`src/hw/cpg_defines.svh`:
```
`ifndef CPG_DEFINES_SVH
`define CPG_DEFINES_SVH

// Register indices; byte address is four times the index
`define CPG_IDX_PWR_STD     8'h26
`define CPG_IDX_XPD_A       8'h3C
`define CPG_IDX_XPD_B       8'h3E
`define CPG_IDX_GP_CTRL     8'h40
`define CPG_IDX_FAST_PU     8'h42
`define CPG_IDX_CLK_DIV     8'h44
`define CPG_IDX_PLL_CTRL    8'h46
`define CPG_IDX_GPIO_DIR    8'h4C
`define CPG_IDX_GPIO_POL    8'h4E
`define CPG_IDX_GPIO_STICKY 8'h50
`define CPG_IDX_GPIO_WAKE   8'h52
`define CPG_IDX_GPIO_STATUS 8'h54
`define CPG_IDX_GPIO_FUNC   8'h56

// Reset values
`define CPG_RST_PWR_STD     16'h7F00
`define CPG_RST_XPD_A       16'hFEFF
`define CPG_RST_XPD_B       16'hFFFF
`define CPG_RST_GP_CTRL     16'h0000
`define CPG_RST_FAST_PU     16'h0000
`define CPG_RST_CLK_DIV     16'h0080
`define CPG_RST_PLL_CTRL    16'h0000
`define CPG_RST_GPIO_DIR    16'hFFFE
`define CPG_RST_GPIO_POL    16'hFFFE
`define CPG_RST_GPIO_STICKY 16'h0000
`define CPG_RST_GPIO_WAKE   16'h0000
`define CPG_RST_GPIO_FUNC   16'h01FE

// Writable bit masks
`define CPG_MSK_PWR_STD     16'h7F00
`define CPG_MSK_XPD_A       16'hFEFF
`define CPG_MSK_XPD_B       16'hFFFF
`define CPG_MSK_GP_CTRL     16'h2080
`define CPG_MSK_FAST_PU     16'h007F
`define CPG_MSK_CLK_DIV     16'h7FBF
`define CPG_MSK_PLL_CTRL    16'hFF7F
`define CPG_MSK_GPIO        16'hFFFE
`define CPG_MSK_GPIO_FUNC   16'h01FE
`define CPG_MSK_GPIO_VIRT   16'hFE00

// Field positions
`define CPG_STD_LO          8
`define CPG_CLK_HIFI_HI     14
`define CPG_CLK_HIFI_LO     12
`define CPG_CLK_VOICE_HI    11
`define CPG_CLK_VOICE_LO    8
`define CPG_CLK_SRC         7
`define CPG_CLK_AUX_HI      5
`define CPG_CLK_AUX_LO      3
`define CPG_CLK_B_X2        2
`define CPG_CLK_A_X2        1
`define CPG_CLK_MUX         0
`define CPG_PLL_N_HI        15
`define CPG_PLL_N_LO        12
`define CPG_PLL_LF          11
`define CPG_PLL_SDM         10
`define CPG_PLL_PLL_PREDIV_ENABLE      9
`define CPG_PLL_DIVVAL      8
`define CPG_PLL_PGA_HI      6
`define CPG_PLL_PGA_LO      4
`define CPG_PLL_PGD_HI      3
`define CPG_PLL_PGD_LO      0
`define CPG_PLL_K_HI        21
`define CPG_PLL_S_HI        28
`define CPG_PLL_S_LO        22

`endif

```
`src/hw/cpg_pkg.sv`:
```
package cpg_pkg;

   typedef struct packed {
      logic        psel;
      logic        penable;
      logic        pwrite;
      logic [11:0] paddr;
      logic [31:0] pwdata;
   } cpg_apb_req_t;

   typedef struct packed {
      logic [6:0]  std_on;
      logic [15:0] xa_on;
      logic [15:0] xb_on;
   } cpg_power_t;

   typedef struct packed {
      logic        link_clock_source;
      logic        external_clock_select;
      logic        clock_in_a_double;
      logic        clock_in_b_double;
      logic [3:0]  pll_n_div;
      logic        pll_low_freq_mode;
      logic        pll_sigma_delta_en;
      logic [2:0]  pll_prediv_factor;
      logic [21:0] pll_k;
      logic [6:0]  pll_post_scale;
   } cpg_clock_t;

endpackage

```
`src/hw/cpg_regs.sv`:
```
`timescale 1ns/1ps
`include "cpg_defines.svh"
// Notes on behaviour
// (RULE1) Block on only when both disables zero
// (RULE2) First extra power-down bits reset to one, except unused bit 8 (reset zero)
// (RULE3) Second extra power-down: sixteen bits reset one
// (RULE4) General register: bits 13, 7, reset zero
// (RULE5) Seven fast power-up bits, reset zero
// (RULE6) Hi-fi clock divide from bits 14:12
// (RULE7) Voice clock divide from bits 11:8
// (RULE8) Link clock external when bit 7 set
// (RULE9) Aux converter clock divide table, bits 5:3
// (RULE10) Bits 2 and 1 double inputs B, A
// (RULE11) Bit 0 picks clock input A or B
// (RULE12) PLL N divider, codes 0 and 1 divide one
// (RULE13) PLL low-frequency and sigma-delta enable bits
// (RULE14) PLL input predivide by one, two, four
// (RULE15) Pager stores data nibble into addressed page
// (RULE16) Direction one input, bits 9-15 always input
// (RULE17) Polarity or drive type per direction
// (RULE18) Sticky latches active input, else follows
// (RULE19) Interrupt only with wake bit set
// (RULE20) Status read; writing zero clears sticky bits
// (RULE21) Bits 15-9 virtual, 8-1 physical pins
// (RULE22) Pin function one gives GPIO control
// (RULE23) Bit 15 disables touch converter, reset one
// (RULE24) Standard power bits 14-8 reset one
// (RULE25) Middle divider codes divide by code plus one
// (RULE26) Interrupt while waking status bit is active
module cpg_regs
   import cpg_pkg::*;
(
   input  wire logic                 sys_clk_in,
   input  wire logic                 reset_in,
   input  wire cpg_pkg::cpg_apb_req_t apb_in,
   output logic [31:0]               prdata_out,
   output logic                      pready_out,
   output logic                      pslverr_out,
   input  wire logic [8:1]           gpio_pin_in,
   output logic [8:1]                gpio_pin_out,
   output logic [8:1]                gpio_pin_oe_out,
   output logic [8:1]                gpio_alt_function_out,
   input  wire logic [15:9]          virtual_signal_in,
   output logic                      irq_out,
   output cpg_pkg::cpg_power_t       power_out,
   output cpg_pkg::cpg_clock_t       clock_out,
   output logic                      spatial_enhance_en_out,
   output logic                      digital_loopback_en_out,
   output logic [6:0]                fast_powerup_out,
   output logic                      hifi_clk_en_out,
   output logic                      voice_clk_en_out,
   output logic                      aux_adc_clk_en_out
);
   import cpg_pkg::*;

   ////////////////////////////////////////////////////////////////////////
   // Register state
   logic [15:0] pwr_std_q, pwr_std_d;
   logic [15:0] xpd_a_q, xpd_a_d;
   logic [15:0] xpd_b_q, xpd_b_d;
   logic [15:0] gp_q, gp_d;
   logic [15:0] fast_q, fast_d;
   logic [15:0] clk_q, clk_d;
   logic [15:0] pll_q, pll_d;
   logic [15:0] dir_q, dir_d;
   logic [15:0] pol_q, pol_d;
   logic [15:0] sticky_q, sticky_d;
   logic [15:0] wake_q, wake_d;
   logic [15:0] status_q, status_d;
   logic [15:0] outlvl_q, outlvl_d;
   logic [15:0] func_q, func_d;
   logic [3:0]  page_q [8];
   logic [3:0]  page_d [8];
   logic [31:0] prdata_q, prdata_d;
   logic        slverr_q, slverr_d;
   logic        irq_q, irq_d;
   logic [8:1]  pin_meta_q, pin_sync_q;

   logic        wr_en;
   logic        setup;
   logic        addr_ok;
   logic [7:0]  idx;
   logic [15:0] wd;
   logic [15:0] raw_in;
   logic [15:0] active;
   logic [15:0] dir_eff;
   logic [15:0] rd_val;
   logic        rd_hit;
   logic [2:0]  pg_addr;

   assign idx     = apb_in.paddr[9:2];
   assign addr_ok = (apb_in.paddr[1:0] == 2'b00) &&
                    (apb_in.paddr[11:10] == 2'b00);
   assign setup   = apb_in.psel && !apb_in.penable;
   assign wr_en   = apb_in.psel && apb_in.penable && apb_in.pwrite &&
                    addr_ok && rd_hit;
   assign wd      = apb_in.pwdata[15:0];
   assign pg_addr = wd[`CPG_PLL_PGA_HI:`CPG_PLL_PGA_LO];

   // Zero-wait slave: read data is captured in the setup cycle
   assign pready_out  = apb_in.psel && apb_in.penable;
   assign prdata_out  = prdata_q;
   assign pslverr_out = slverr_q && pready_out;

   ////////////////////////////////////////////////////////////////////////
   // Read mux and decode
   always_comb begin
      rd_hit = 1'b1;
      rd_val = 16'h0000;
      case (idx)
         `CPG_IDX_PWR_STD:     rd_val = pwr_std_q;
         `CPG_IDX_XPD_A:       rd_val = xpd_a_q;
         `CPG_IDX_XPD_B:       rd_val = xpd_b_q;
         `CPG_IDX_GP_CTRL:     rd_val = gp_q;
         `CPG_IDX_FAST_PU:     rd_val = fast_q;
         `CPG_IDX_CLK_DIV:     rd_val = clk_q;
         `CPG_IDX_PLL_CTRL:    rd_val = pll_q;
         `CPG_IDX_GPIO_DIR:    rd_val = dir_eff;
         `CPG_IDX_GPIO_POL:    rd_val = pol_q;
         `CPG_IDX_GPIO_STICKY: rd_val = sticky_q;
         `CPG_IDX_GPIO_WAKE:   rd_val = wake_q;
         `CPG_IDX_GPIO_STATUS: rd_val = status_q;   // [RULE20]
         `CPG_IDX_GPIO_FUNC:   rd_val = func_q;
         default:              rd_hit = 1'b0;
      endcase
   end

   ////////////////////////////////////////////////////////////////////////
   // GPIO input conditioning
   // Virtual bits come from on-chip logic, so they are not synchronised
   assign dir_eff = dir_q | `CPG_MSK_GPIO_VIRT;             // [RULE16]
   assign raw_in  = {virtual_signal_in,                      // [RULE21]
                     pin_sync_q & func_q[8:1], 1'b0};        // [RULE22]
   assign active  = ~(raw_in ^ pol_q) & dir_eff &            // [RULE17]
                    `CPG_MSK_GPIO;

   ////////////////////////////////////////////////////////////////////////
   // Next-state logic
   always_comb begin
      pwr_std_d = pwr_std_q;
      xpd_a_d   = xpd_a_q;
      xpd_b_d   = xpd_b_q;
      gp_d      = gp_q;
      fast_d    = fast_q;
      clk_d     = clk_q;
      pll_d     = pll_q;
      dir_d     = dir_q;
      pol_d     = pol_q;
      sticky_d  = sticky_q;
      wake_d    = wake_q;
      outlvl_d  = outlvl_q;
      func_d    = func_q;
      for (int p = 0; p < 8; p++) begin
         page_d[p] = page_q[p];
      end
      prdata_d  = prdata_q;
      slverr_d  = slverr_q;
      if (setup) begin
         prdata_d = {16'h0000, rd_val};
         slverr_d = !(addr_ok && rd_hit);
      end
      if (wr_en) begin
         case (idx)
            `CPG_IDX_PWR_STD:     pwr_std_d = wd & `CPG_MSK_PWR_STD;
            `CPG_IDX_XPD_A:       xpd_a_d   = wd & `CPG_MSK_XPD_A;
            `CPG_IDX_XPD_B:       xpd_b_d   = wd & `CPG_MSK_XPD_B;
            `CPG_IDX_GP_CTRL:     gp_d      = wd & `CPG_MSK_GP_CTRL;
            `CPG_IDX_FAST_PU:     fast_d    = wd & `CPG_MSK_FAST_PU;
            `CPG_IDX_CLK_DIV:     clk_d     = wd & `CPG_MSK_CLK_DIV;
            `CPG_IDX_PLL_CTRL: begin
               pll_d           = wd & `CPG_MSK_PLL_CTRL;
               page_d[pg_addr] =                          // [RULE15]
                  wd[`CPG_PLL_PGD_HI:`CPG_PLL_PGD_LO];
            end
            `CPG_IDX_GPIO_DIR:    dir_d     = wd & `CPG_MSK_GPIO;
            `CPG_IDX_GPIO_POL:    pol_d     = wd & `CPG_MSK_GPIO;
            `CPG_IDX_GPIO_STICKY: sticky_d  = wd & `CPG_MSK_GPIO;
            `CPG_IDX_GPIO_WAKE:   wake_d    = wd & `CPG_MSK_GPIO;
            `CPG_IDX_GPIO_STATUS: outlvl_d  = wd & `CPG_MSK_GPIO;
            `CPG_IDX_GPIO_FUNC:   func_d    = wd & `CPG_MSK_GPIO_FUNC;
            default:              slverr_d  = slverr_q;
         endcase
      end
   end

   // Status: new activity wins over a clearing write in the same cycle
   always_comb begin
      logic [15:0] clr;
      clr = 16'h0000;
      if (wr_en && idx == `CPG_IDX_GPIO_STATUS) begin
         clr = ~wd;                                        // [RULE20]
      end
      for (int i = 0; i < 16; i++) begin
         if (!dir_eff[i]) begin
            status_d[i] = outlvl_q[i];
         end else if (sticky_q[i]) begin
            status_d[i] = (status_q[i] & ~clr[i]) | active[i]; // [RULE18]
         end else begin
            status_d[i] = active[i];                       // [RULE18]
         end
      end
      status_d = status_d & `CPG_MSK_GPIO;
      irq_d    = |(status_q & wake_q & dir_eff);           // [RULE19] [RULE26]
   end

   ////////////////////////////////////////////////////////////////////////
   // Registers
   always_ff @(posedge sys_clk_in) begin
      if (reset_in) begin
         pwr_std_q  <= `CPG_RST_PWR_STD;                   // [RULE24]
         xpd_a_q    <= `CPG_RST_XPD_A;                     // [RULE2] [RULE23]
         xpd_b_q    <= `CPG_RST_XPD_B;                     // [RULE3]
         gp_q       <= `CPG_RST_GP_CTRL;                   // [RULE4]
         fast_q     <= `CPG_RST_FAST_PU;                   // [RULE5]
         clk_q      <= `CPG_RST_CLK_DIV;                   // [RULE8]
         pll_q      <= `CPG_RST_PLL_CTRL;
         dir_q      <= `CPG_RST_GPIO_DIR;                  // [RULE16]
         pol_q      <= `CPG_RST_GPIO_POL;                  // [RULE17]
         sticky_q   <= `CPG_RST_GPIO_STICKY;               // [RULE18]
         wake_q     <= `CPG_RST_GPIO_WAKE;                 // [RULE19]
         status_q   <= 16'h0000;
         outlvl_q   <= 16'h0000;
         func_q     <= `CPG_RST_GPIO_FUNC;                 // [RULE22]
         for (int p = 0; p < 8; p++) begin
            page_q[p] <= 4'h0;
         end
         prdata_q   <= 32'h0000_0000;
         slverr_q   <= 1'b0;
         irq_q      <= 1'b0;
         pin_meta_q <= 8'h00;
         pin_sync_q <= 8'h00;
      end else begin
         pwr_std_q  <= pwr_std_d;
         xpd_a_q    <= xpd_a_d;
         xpd_b_q    <= xpd_b_d;
         gp_q       <= gp_d;
         fast_q     <= fast_d;
         clk_q      <= clk_d;
         pll_q      <= pll_d;
         dir_q      <= dir_d;
         pol_q      <= pol_d;
         sticky_q   <= sticky_d;
         wake_q     <= wake_d;
         status_q   <= status_d;
         outlvl_q   <= outlvl_d;
         func_q     <= func_d;
         for (int p = 0; p < 8; p++) begin
            page_q[p] <= page_d[p];
         end
         prdata_q   <= prdata_d;
         slverr_q   <= slverr_d;
         irq_q      <= irq_d;
         pin_meta_q <= gpio_pin_in;
         pin_sync_q <= pin_meta_q;
      end
   end

   assign irq_out = irq_q;

   ////////////////////////////////////////////////////////////////////////
   // Pin drive: open drain only ever pulls low
   always_comb begin
      for (int i = 1; i <= 8; i++) begin
         gpio_pin_out[i]          = outlvl_q[i];
         gpio_pin_oe_out[i]       = func_q[i] && !dir_q[i] &&   // [RULE22]
                                    (!pol_q[i] || !outlvl_q[i]); // [RULE17]
         gpio_alt_function_out[i] = !func_q[i];
      end
   end

   ////////////////////////////////////////////////////////////////////////
   // Power gating: extra bits pair with a standard power bit
   function automatic logic [2:0] std_for_a(input int b);
      case (b)
         9:                std_for_a = 3'd5;   // PLL with internal clock
         7, 6:             std_for_a = 3'd1;   // Stereo DAC
         5, 4:             std_for_a = 3'd0;   // Stereo ADC
         3, 2, 1, 0:       std_for_a = 3'd2;   // Mixers
         default:          std_for_a = 3'd3;   // Analogue
      endcase
   endfunction

   function automatic logic [2:0] std_for_b(input int b);
      if (b >= 7 && b <= 13) begin
         std_for_b = 3'd6;                     // Output amplifiers
      end else begin
         std_for_b = 3'd2;                     // Input stages
      end
   endfunction

   logic [6:0] std_off;
   assign std_off = pwr_std_q[`CPG_STD_LO +: 7];
   localparam logic [15:0] XA_IMPL = `CPG_MSK_XPD_A; // Bit 8 has no block

   genvar g;
   generate
      for (g = 0; g < 16; g++) begin : g_pwr
         assign power_out.xa_on[g] = !xpd_a_q[g] &&       // [RULE1]
                                     !std_off[std_for_a(g)] &&
                                     XA_IMPL[g];
         assign power_out.xb_on[g] = !xpd_b_q[g] &&       // [RULE1]
                                     !std_off[std_for_b(g)];
      end
   endgenerate
   assign power_out.std_on = ~std_off;

   assign spatial_enhance_en_out  = gp_q[13];               // [RULE4]
   assign digital_loopback_en_out = gp_q[7];                // [RULE4]
   assign fast_powerup_out        = fast_q[6:0];            // [RULE5]

   ////////////////////////////////////////////////////////////////////////
   // Clock selection and PLL controls
   logic [31:0] page_word;
   logic [3:0]  n_code;
   always_comb begin
      for (int p = 0; p < 8; p++) begin
         page_word[4*p +: 4] = page_q[p];                  // [RULE15]
      end
   end
   assign n_code = pll_q[`CPG_PLL_N_HI:`CPG_PLL_N_LO];

   assign clock_out.link_clock_source     = clk_q[`CPG_CLK_SRC];  // [RULE8]
   assign clock_out.external_clock_select = clk_q[`CPG_CLK_MUX];  // [RULE11]
   assign clock_out.clock_in_a_double     = clk_q[`CPG_CLK_A_X2]; // [RULE10]
   assign clock_out.clock_in_b_double     = clk_q[`CPG_CLK_B_X2]; // [RULE10]
   assign clock_out.pll_n_div             = (n_code < 4'h2) ?     // [RULE12]
                                            4'h1 : n_code;
   assign clock_out.pll_low_freq_mode     = pll_q[`CPG_PLL_LF];   // [RULE13]
   assign clock_out.pll_sigma_delta_en    = pll_q[`CPG_PLL_SDM];  // [RULE13]
   assign clock_out.pll_prediv_factor     =                       // [RULE14]
      !pll_q[`CPG_PLL_PLL_PREDIV_ENABLE] ? 3'd1 :
      (pll_q[`CPG_PLL_DIVVAL] ? 3'd4 : 3'd2);
   assign clock_out.pll_k          = page_word[`CPG_PLL_K_HI:0];
   assign clock_out.pll_post_scale =
      page_word[`CPG_PLL_S_HI:`CPG_PLL_S_LO];

   ////////////////////////////////////////////////////////////////////////
   // Clock dividers as enable pulses from the system clock
   logic [4:0] div_val [3];
   logic [3:0] div_cnt_q [3];
   logic [3:0] div_cnt_d [3];
   logic [2:0] div_en_q, div_en_d;

   always_comb begin
      div_val[0] = 5'(clk_q[`CPG_CLK_HIFI_HI:`CPG_CLK_HIFI_LO]) // [RULE6]
                   + 5'd1;                                     // [RULE25]
      div_val[1] = 5'(clk_q[`CPG_CLK_VOICE_HI:`CPG_CLK_VOICE_LO]) // [RULE7]
                   + 5'd1;                                     // [RULE25]
      case (clk_q[`CPG_CLK_AUX_HI:`CPG_CLK_AUX_LO])             // [RULE9]
         3'd0:    div_val[2] = 5'd16;
         3'd1:    div_val[2] = 5'd12;
         3'd2:    div_val[2] = 5'd8;
         3'd3:    div_val[2] = 5'd6;
         3'd4:    div_val[2] = 5'd4;
         3'd5:    div_val[2] = 5'd3;
         3'd6:    div_val[2] = 5'd2;
         default: div_val[2] = 5'd1;
      endcase
   end

   generate
      for (g = 0; g < 3; g++) begin : g_div
         // Shortened divisor takes effect at once: a count already at or past it wraps on the next cycle
         always_comb begin
            if ({1'b0, div_cnt_q[g]} >= div_val[g] - 5'd1) begin
               div_cnt_d[g] = 4'h0;
               div_en_d[g]  = 1'b1;
            end else begin
               div_cnt_d[g] = div_cnt_q[g] + 4'h1;
               div_en_d[g]  = 1'b0;
            end
         end
         always_ff @(posedge sys_clk_in) begin
            if (reset_in) begin
               div_cnt_q[g] <= 4'h0;
               div_en_q[g]  <= 1'b0;
            end else begin
               div_cnt_q[g] <= div_cnt_d[g];
               div_en_q[g]  <= div_en_d[g];
            end
         end
      end
   endgenerate

   assign hifi_clk_en_out    = div_en_q[0];
   assign voice_clk_en_out   = div_en_q[1];
   assign aux_adc_clk_en_out = div_en_q[2];

endmodule

```
`config.mk`:
```
export PLATFORM = sky130hd
export DESIGN_NAME = cpg_regs
export DESIGN_NICKNAME = d
export VERILOG_FILES = /design/src/hw/cpg_pkg.sv /design/src/hw/cpg_regs.sv
export VERILOG_INCLUDE_DIRS = /design/src /design/src/hw
export SDC_FILE = /design/constraint.sdc
export NUM_CORES = 1
export LEC_CHECK = 0
export ABC_AREA = 1
export BUFFER_PORTS_ARGS = -buffer_cell sky130_fd_sc_hd__buf_4
export CORE_MARGIN = 2
export CORE_UTILIZATION = 25
export CTS_CLUSTER_SIZE = 12
export DETAILED_ROUTE_END_ITERATION = 10
export PLACE_DENSITY = 0.51
export RECOVER_POWER = 25
export SYNTH_ARGS = -nofsm -noshare
export SYNTH_HDL_FRONTEND = slang
export SYNTH_SLANG_ARGS = --single-unit
```
`constraint.sdc`:
```
create_clock -name sys_clk_in -period 4.1 [get_ports sys_clk_in]
set_clock_uncertainty 0.05 [all_clocks]
set_input_delay 0.41 -clock sys_clk_in [delete_from_list [all_inputs] [get_ports sys_clk_in]]
set_output_delay 0.41 -clock sys_clk_in [all_outputs]
set_load 0.02 [all_outputs]
```
### Word level (Yosys, flattened, before mapping)

Memory sizes are Yosys's and may differ from the RTL's.
Index checks and enable logic that the tools add are counted.

* $add $sub $neg: 8
* $mul: 0
* div/mod/pow operators: 0
* magnitude comparators: 6
* eq/ne operators: 20
* shifts and indexed selects: 0
* muxes and demuxes: 58
* bitwise gates (word level): 65
* reductions and logical operators: 154

Operator list (count)
* 16-bit one-hot mux with 13 select lines: 1
* 8-bit by 7-bit == test with 1-bit output (second input constant): 10
* 1-bit logical NOT: 71
* 32-bit two-way mux: 2
* 4-bit two-way mux: 16
* 1-bit logical AND: 57
* 16-bit AND: 3
* 5-bit one-hot mux with 7 select lines: 1
* 1-bit two-way mux: 33
* 32-bit bitwise mux: 1
* 16-bit inverter: 2
* 1-bit OR: 26
* 2-bit AND reduction: 13
* 8-bit by 6-bit == test with 1-bit output (second input constant): 3
* 16-bit two-way mux: 1
* 16-bit OR reduction: 1
* 16-bit bitwise XOR: 1
* 1-bit AND: 15
* 4-bit by 5-bit greater-or-equal comparator with 1-bit output: 3
* 1-bit inverter: 15
* 13-bit OR reduction: 1
* 4-bit by 1-bit adder with 4-bit output (second input constant): 3
* 4-bit demux with 3-bit select: 1
* 5-bit by 1-bit subtractor with 5-bit output (second input constant): 2
* 17 further kinds: 29

* register bits after elaboration: 198
* latch bits: 0
* memory bits (writable): 44
* bits in read-only memories: 0
* bits of input ports: 64
* output and inout bits: 152
* logic and storage cells: 336
* memories kept: 2

Memories
* page_q: depth 8, width 4, rd ports 8, clocked after Yosys merged registers in 0, write ports 8, RTL line cpg_regs.sv:72 `logic [3:0] page_q [8];`
* div_cnt_q: depth 3, width 4, rd ports 3, clocked after Yosys merged registers in 0, write ports 3, RTL line cpg_regs.sv:340 `logic [3:0] div_cnt_q [3];`

### Logic depth before layout (Yosys ltp)

* depth in word-level cells: 11
* depth in mapped cells: 14
* depth with buffers taken out: 13

### Worst setup path before layout

No wires, ideal clock.

* path kind: register to register
* from: register clk_q[5]
* to: memory div_cnt_q[2][0]
* library setup time: 0.065 ns
* arrival: 1.943 ns
* data required time: 3.985 ns
* setup slack: 2.041 ns
* cell stages (with the launch flop): 14
* buffers on the path: 0
* clock period less this slack: 2.059 ns
* cells stage by stage: dfxtp_1 -> inv_1 -> nand2_1 -> nand3_1 -> ha_1 -> xor2_1 -> ha_1 -> nand2_1 -> o21ai_0 -> o21ai_0 -> inv_1 -> o21ai_0 -> nand2_1 -> nor2_1

RTL lines
* start, declared: RTL line cpg_regs.sv:63 `logic [15:0] clk_q, clk_d;`
* start signal, assigned: RTL line cpg_regs.sv:215 `` clk_q <= `CPG_RST_CLK_DIV; ``
* start signal, assigned: RTL line cpg_regs.sv:238 `clk_q <= clk_d;`
* end, declared: RTL line cpg_regs.sv:340

### Worst setup path in the final report

* from: input reset_in
* to: register irq_q, in the netlist irq_out

RTL lines
* start, declared: RTL line cpg_regs.sv:34 `input wire logic reset_in,`
* end signal, assigned: RTL line cpg_regs.sv:252 `irq_q <= irq_d;`
* end, declared: RTL line cpg_regs.sv:76 `logic irq_q, irq_d;`

No word-level cell between the ends.

==> impl_metrics.env <==
export IMPL_cp_max_fo=146
export IMPL_cp_start_kind="primary input"
export IMPL_wire_per_inst_um=18.2
export IMPL_numCtsBuffers=28
export IMPL_grt_start_max_net_pins=147
export IMPL_clk_latency_ns=0.58
export IMPL_ys_types=38
export IMPL_vdd_drop_max_mv=0.283
export IMPL_portBuffers=182
export IMPL_arrival_ns=3.12
export IMPL_clk_pin_slew_ns=0.06
export IMPL_synth_seq_cells=238
export IMPL_diodes=0
export IMPL_area_delta_synth_final_pct=22.9
export IMPL_outcome="finished, violations left"
export IMPL_finalSetupTns_ns=0
export IMPL_cts_tree="done"
export IMPL_failed_checks="capacitance limit, slew limit"
export IMPL_die_w_um=211
export IMPL_synth_async_sr_flop_share_pct=0
export IMPL_ant_nets=0
export IMPL_dpl_worst_slack_ns=1.20
export IMPL_grt_pass1_wl_mm=60.4
export IMPL_die_height_um=211
export IMPL_cp_end_kind="flop"
export IMPL_powerDensity_mw_per_mm2=384
export IMPL_firstDrtPassIters=7
export IMPL_worstSetupPathType="in -> reg"
export IMPL_ys_flop_type="dfxtp_1"
export IMPL_numClockSinks=238
export IMPL_slew_limit_headroom_pct=-113
export IMPL_num_io_pins=216
export IMPL_maxCapViolations=1
export IMPL_whs_path_depth=3
export IMPL_rsz0062_at_grt="no"
export IMPL_tightest_slew_ns=3.20
export IMPL_cts_root_buf="clkbuf_16"
export IMPL_dieArea_mm2=0.0447
export IMPL_synth_edff_count=0
export IMPL_slew_viol_final=147
export IMPL_drt_iter0_drc=912
export IMPL_track_usage_pct=17.7
export IMPL_fin_crit_sh_pct=71.1
export IMPL_core_rowCount=75
export IMPL_gp_congestion=0.826
export IMPL_fmax_mhz=343
export IMPL_hold_viol_final=0
export IMPL_p_leak_uw=0.00578
export IMPL_ys_warn_count=0
export IMPL_hp_class="in -> reg"
export IMPL_overflow=0
export IMPL_via_count=10600
export IMPL_syn_inst=1503
export IMPL_nNetsFinal=1737
export IMPL_final_instance_count_excl_fill=2220
export IMPL_seq_area_frac_synth_pct=44.3
export IMPL_r2r_cells=13
export IMPL_core_area_mm2=0.0422
export IMPL_synthesis_area_per_instance_um2=7.16
export IMPL_antenna_found_initial=1
export IMPL_setup_viol=0
export IMPL_place_inst=2162
export IMPL_dpl_hpwl_mm=29.0
export IMPL_crit_chain="clkbuf_1, clkbuf_2, a41oi_1"
export IMPL_cts_max_path_buffers=3
export IMPL_synth_area_mm2=0.0108
export IMPL_totalWireLength_mm=40.3
export IMPL_whs_ns=0.0160
export IMPL_start_util_pct=25.5
export IMPL_grt_pass1_vias=9879
export IMPL_drt_vias_per_instance=4.78
export IMPL_drc=0
export IMPL_final_core_util_pct=31.3
export IMPL_cpPeakStageDelay_ns=2.28
export IMPL_post_route_min_period_ns=2.91
export IMPL_cp_required_ns=4.31
export IMPL_setup_ws_ns=1.19
export IMPL_slowest_stage="clkbuf_2"
export IMPL_cts_max_level=1
export IMPL_layout_drive_gt1_share_pct=12.2
export IMPL_cts_resized=0
## layout by cell type (no fill, tap or decap), types with 24 or more instances in the layout
| cell | Yosys | routed |
|---|---|---|
| a21oi_1 | 160 | 160 |
| buf_4 | 26 | 128 |
| clkbuf_1 | 48 | 81 |
| clkbuf_16 | 0 | 28 |
| dfxtp_1 | 238 | 238 |
| inv_1 | 124 | 123 |
| nand2_1 | 470 | 470 |
| nand3_1 | 58 | 58 |
| nand4_1 | 24 | 24 |
| nor2_1 | 114 | 112 |
| o211ai_1 | 73 | 73 |
| o21ai_0 | 39 | 39 |
## flip-flops by register name (all words and copies together) (netlist names), 8 cells and up
register    cells
xpd_b_q        16
dir_q           8
pol_q          15
pin_meta_q      8
prdata_out     16
sticky_q       15
clk_q          14
wake_q         15
status_q       15
xpd_a_q        15
pll_q          15
func_q          8
pin_sync_q      8
outlvl_q        8
page_q         29
div_cnt_q      12
## layout make-up
type,count,area (um^2)
fill,4629,29000
multi-input combinational,1046,5030
tap,539,674
inverter,134,505
clock buffer,41,830
clock inverter,11,101
sequential,238,4760
timing repair buffer,211,1310
## power breakdown
part,internal (uW),switching (uW)
Clock,1470,1040
Sequential,2330,10.1
Combinational,60.7,168
Total,3860,1220
## path summary, 6_finish.rpt
path                                     start  slack [ns]              end
worst max-delay path                  reset_in        1.19          irq_out
worst min-delay path            gpio_pin_in[4]        0.02    pin_meta_q[4]
worst max register to register        clk_q[5]        1.42  div_cnt_q[2][2]
worst min register to register   pin_meta_q[1]        0.35    pin_sync_q[1]
## critical path: cells and delay by family
kind / cells / cell delay (ns)
compound gates: 1 / 0.22
buf+inv: 2 / 2.44
## synth_stat cells (3+ instances only)
cell,instances,share of area (%)
nand2_1,470,16
dfxtp_1,238,44
a21oi_1,160,7.4
inv_1,124,4.3
nor2_1,114,4.0
o211ai_1,73,5.1
nand3_1,58,2.7
clkbuf_1,48,1.7
o21ai_0,39,1.8
buf_4,26,1.8
nand4_1,24,1.4
buf_2,23,1.1
xor2_1,18,1.5
ha_1,14,1.6
a211oi_1,12,0.84
nand2_2,8,0.47
o22ai_1,7,0.41
inv_2,6,0.21
a22o_1,4,0.33
and3_1,3,0.17
clkinv_1,3,0.10
nand2_4,3,0.31
nor2_4,3,0.31
nor3_1,3,0.14
xnor2_1,3,0.24
## stage by stage
stage          instance area (um^2)  power [uW]
2_1_floorplan                 10800        2520
3_3_place_gp                  12500        2620
3_5_place_dp                  12500        2620
4_1_cts                       13500        5140
5_1_grt                       13200        5250
6_report                      13200        5080
## metal layers
layer | part of all wire, % | GRT usage (%) | wire, um
met1 | 46 | 24.6 | 18600
met2 | 44 | 27.5 | 17700
met3 | 7.6 | 3.86 | 3050
met4 | 2.4 | 4.76 | 966
met5 | 0.040 | 0 | 16
## kinds of logic (layout without fill, tap and decap cells)
group | after synthesis | in the layout | synth area share, %
compound gates | 304 | 304 | 16.6
xor+xnor | 21 | 21 | 1.71
buf+inv | 235 | 397 | 9.54
fa+ha+maj | 14 | 14 | 1.63
flops | 238 | 238 | 44.3
other cells | 1 | 17 | 0.0349
simple gates | 690 | 690 | 26.2
## what timing repair did
item                                   CTS  global route
buffers inserted                         0             0
hold buffers                             6             0
endpoints found under the hold margin    6             0
(Power assumes the default switching activity.)
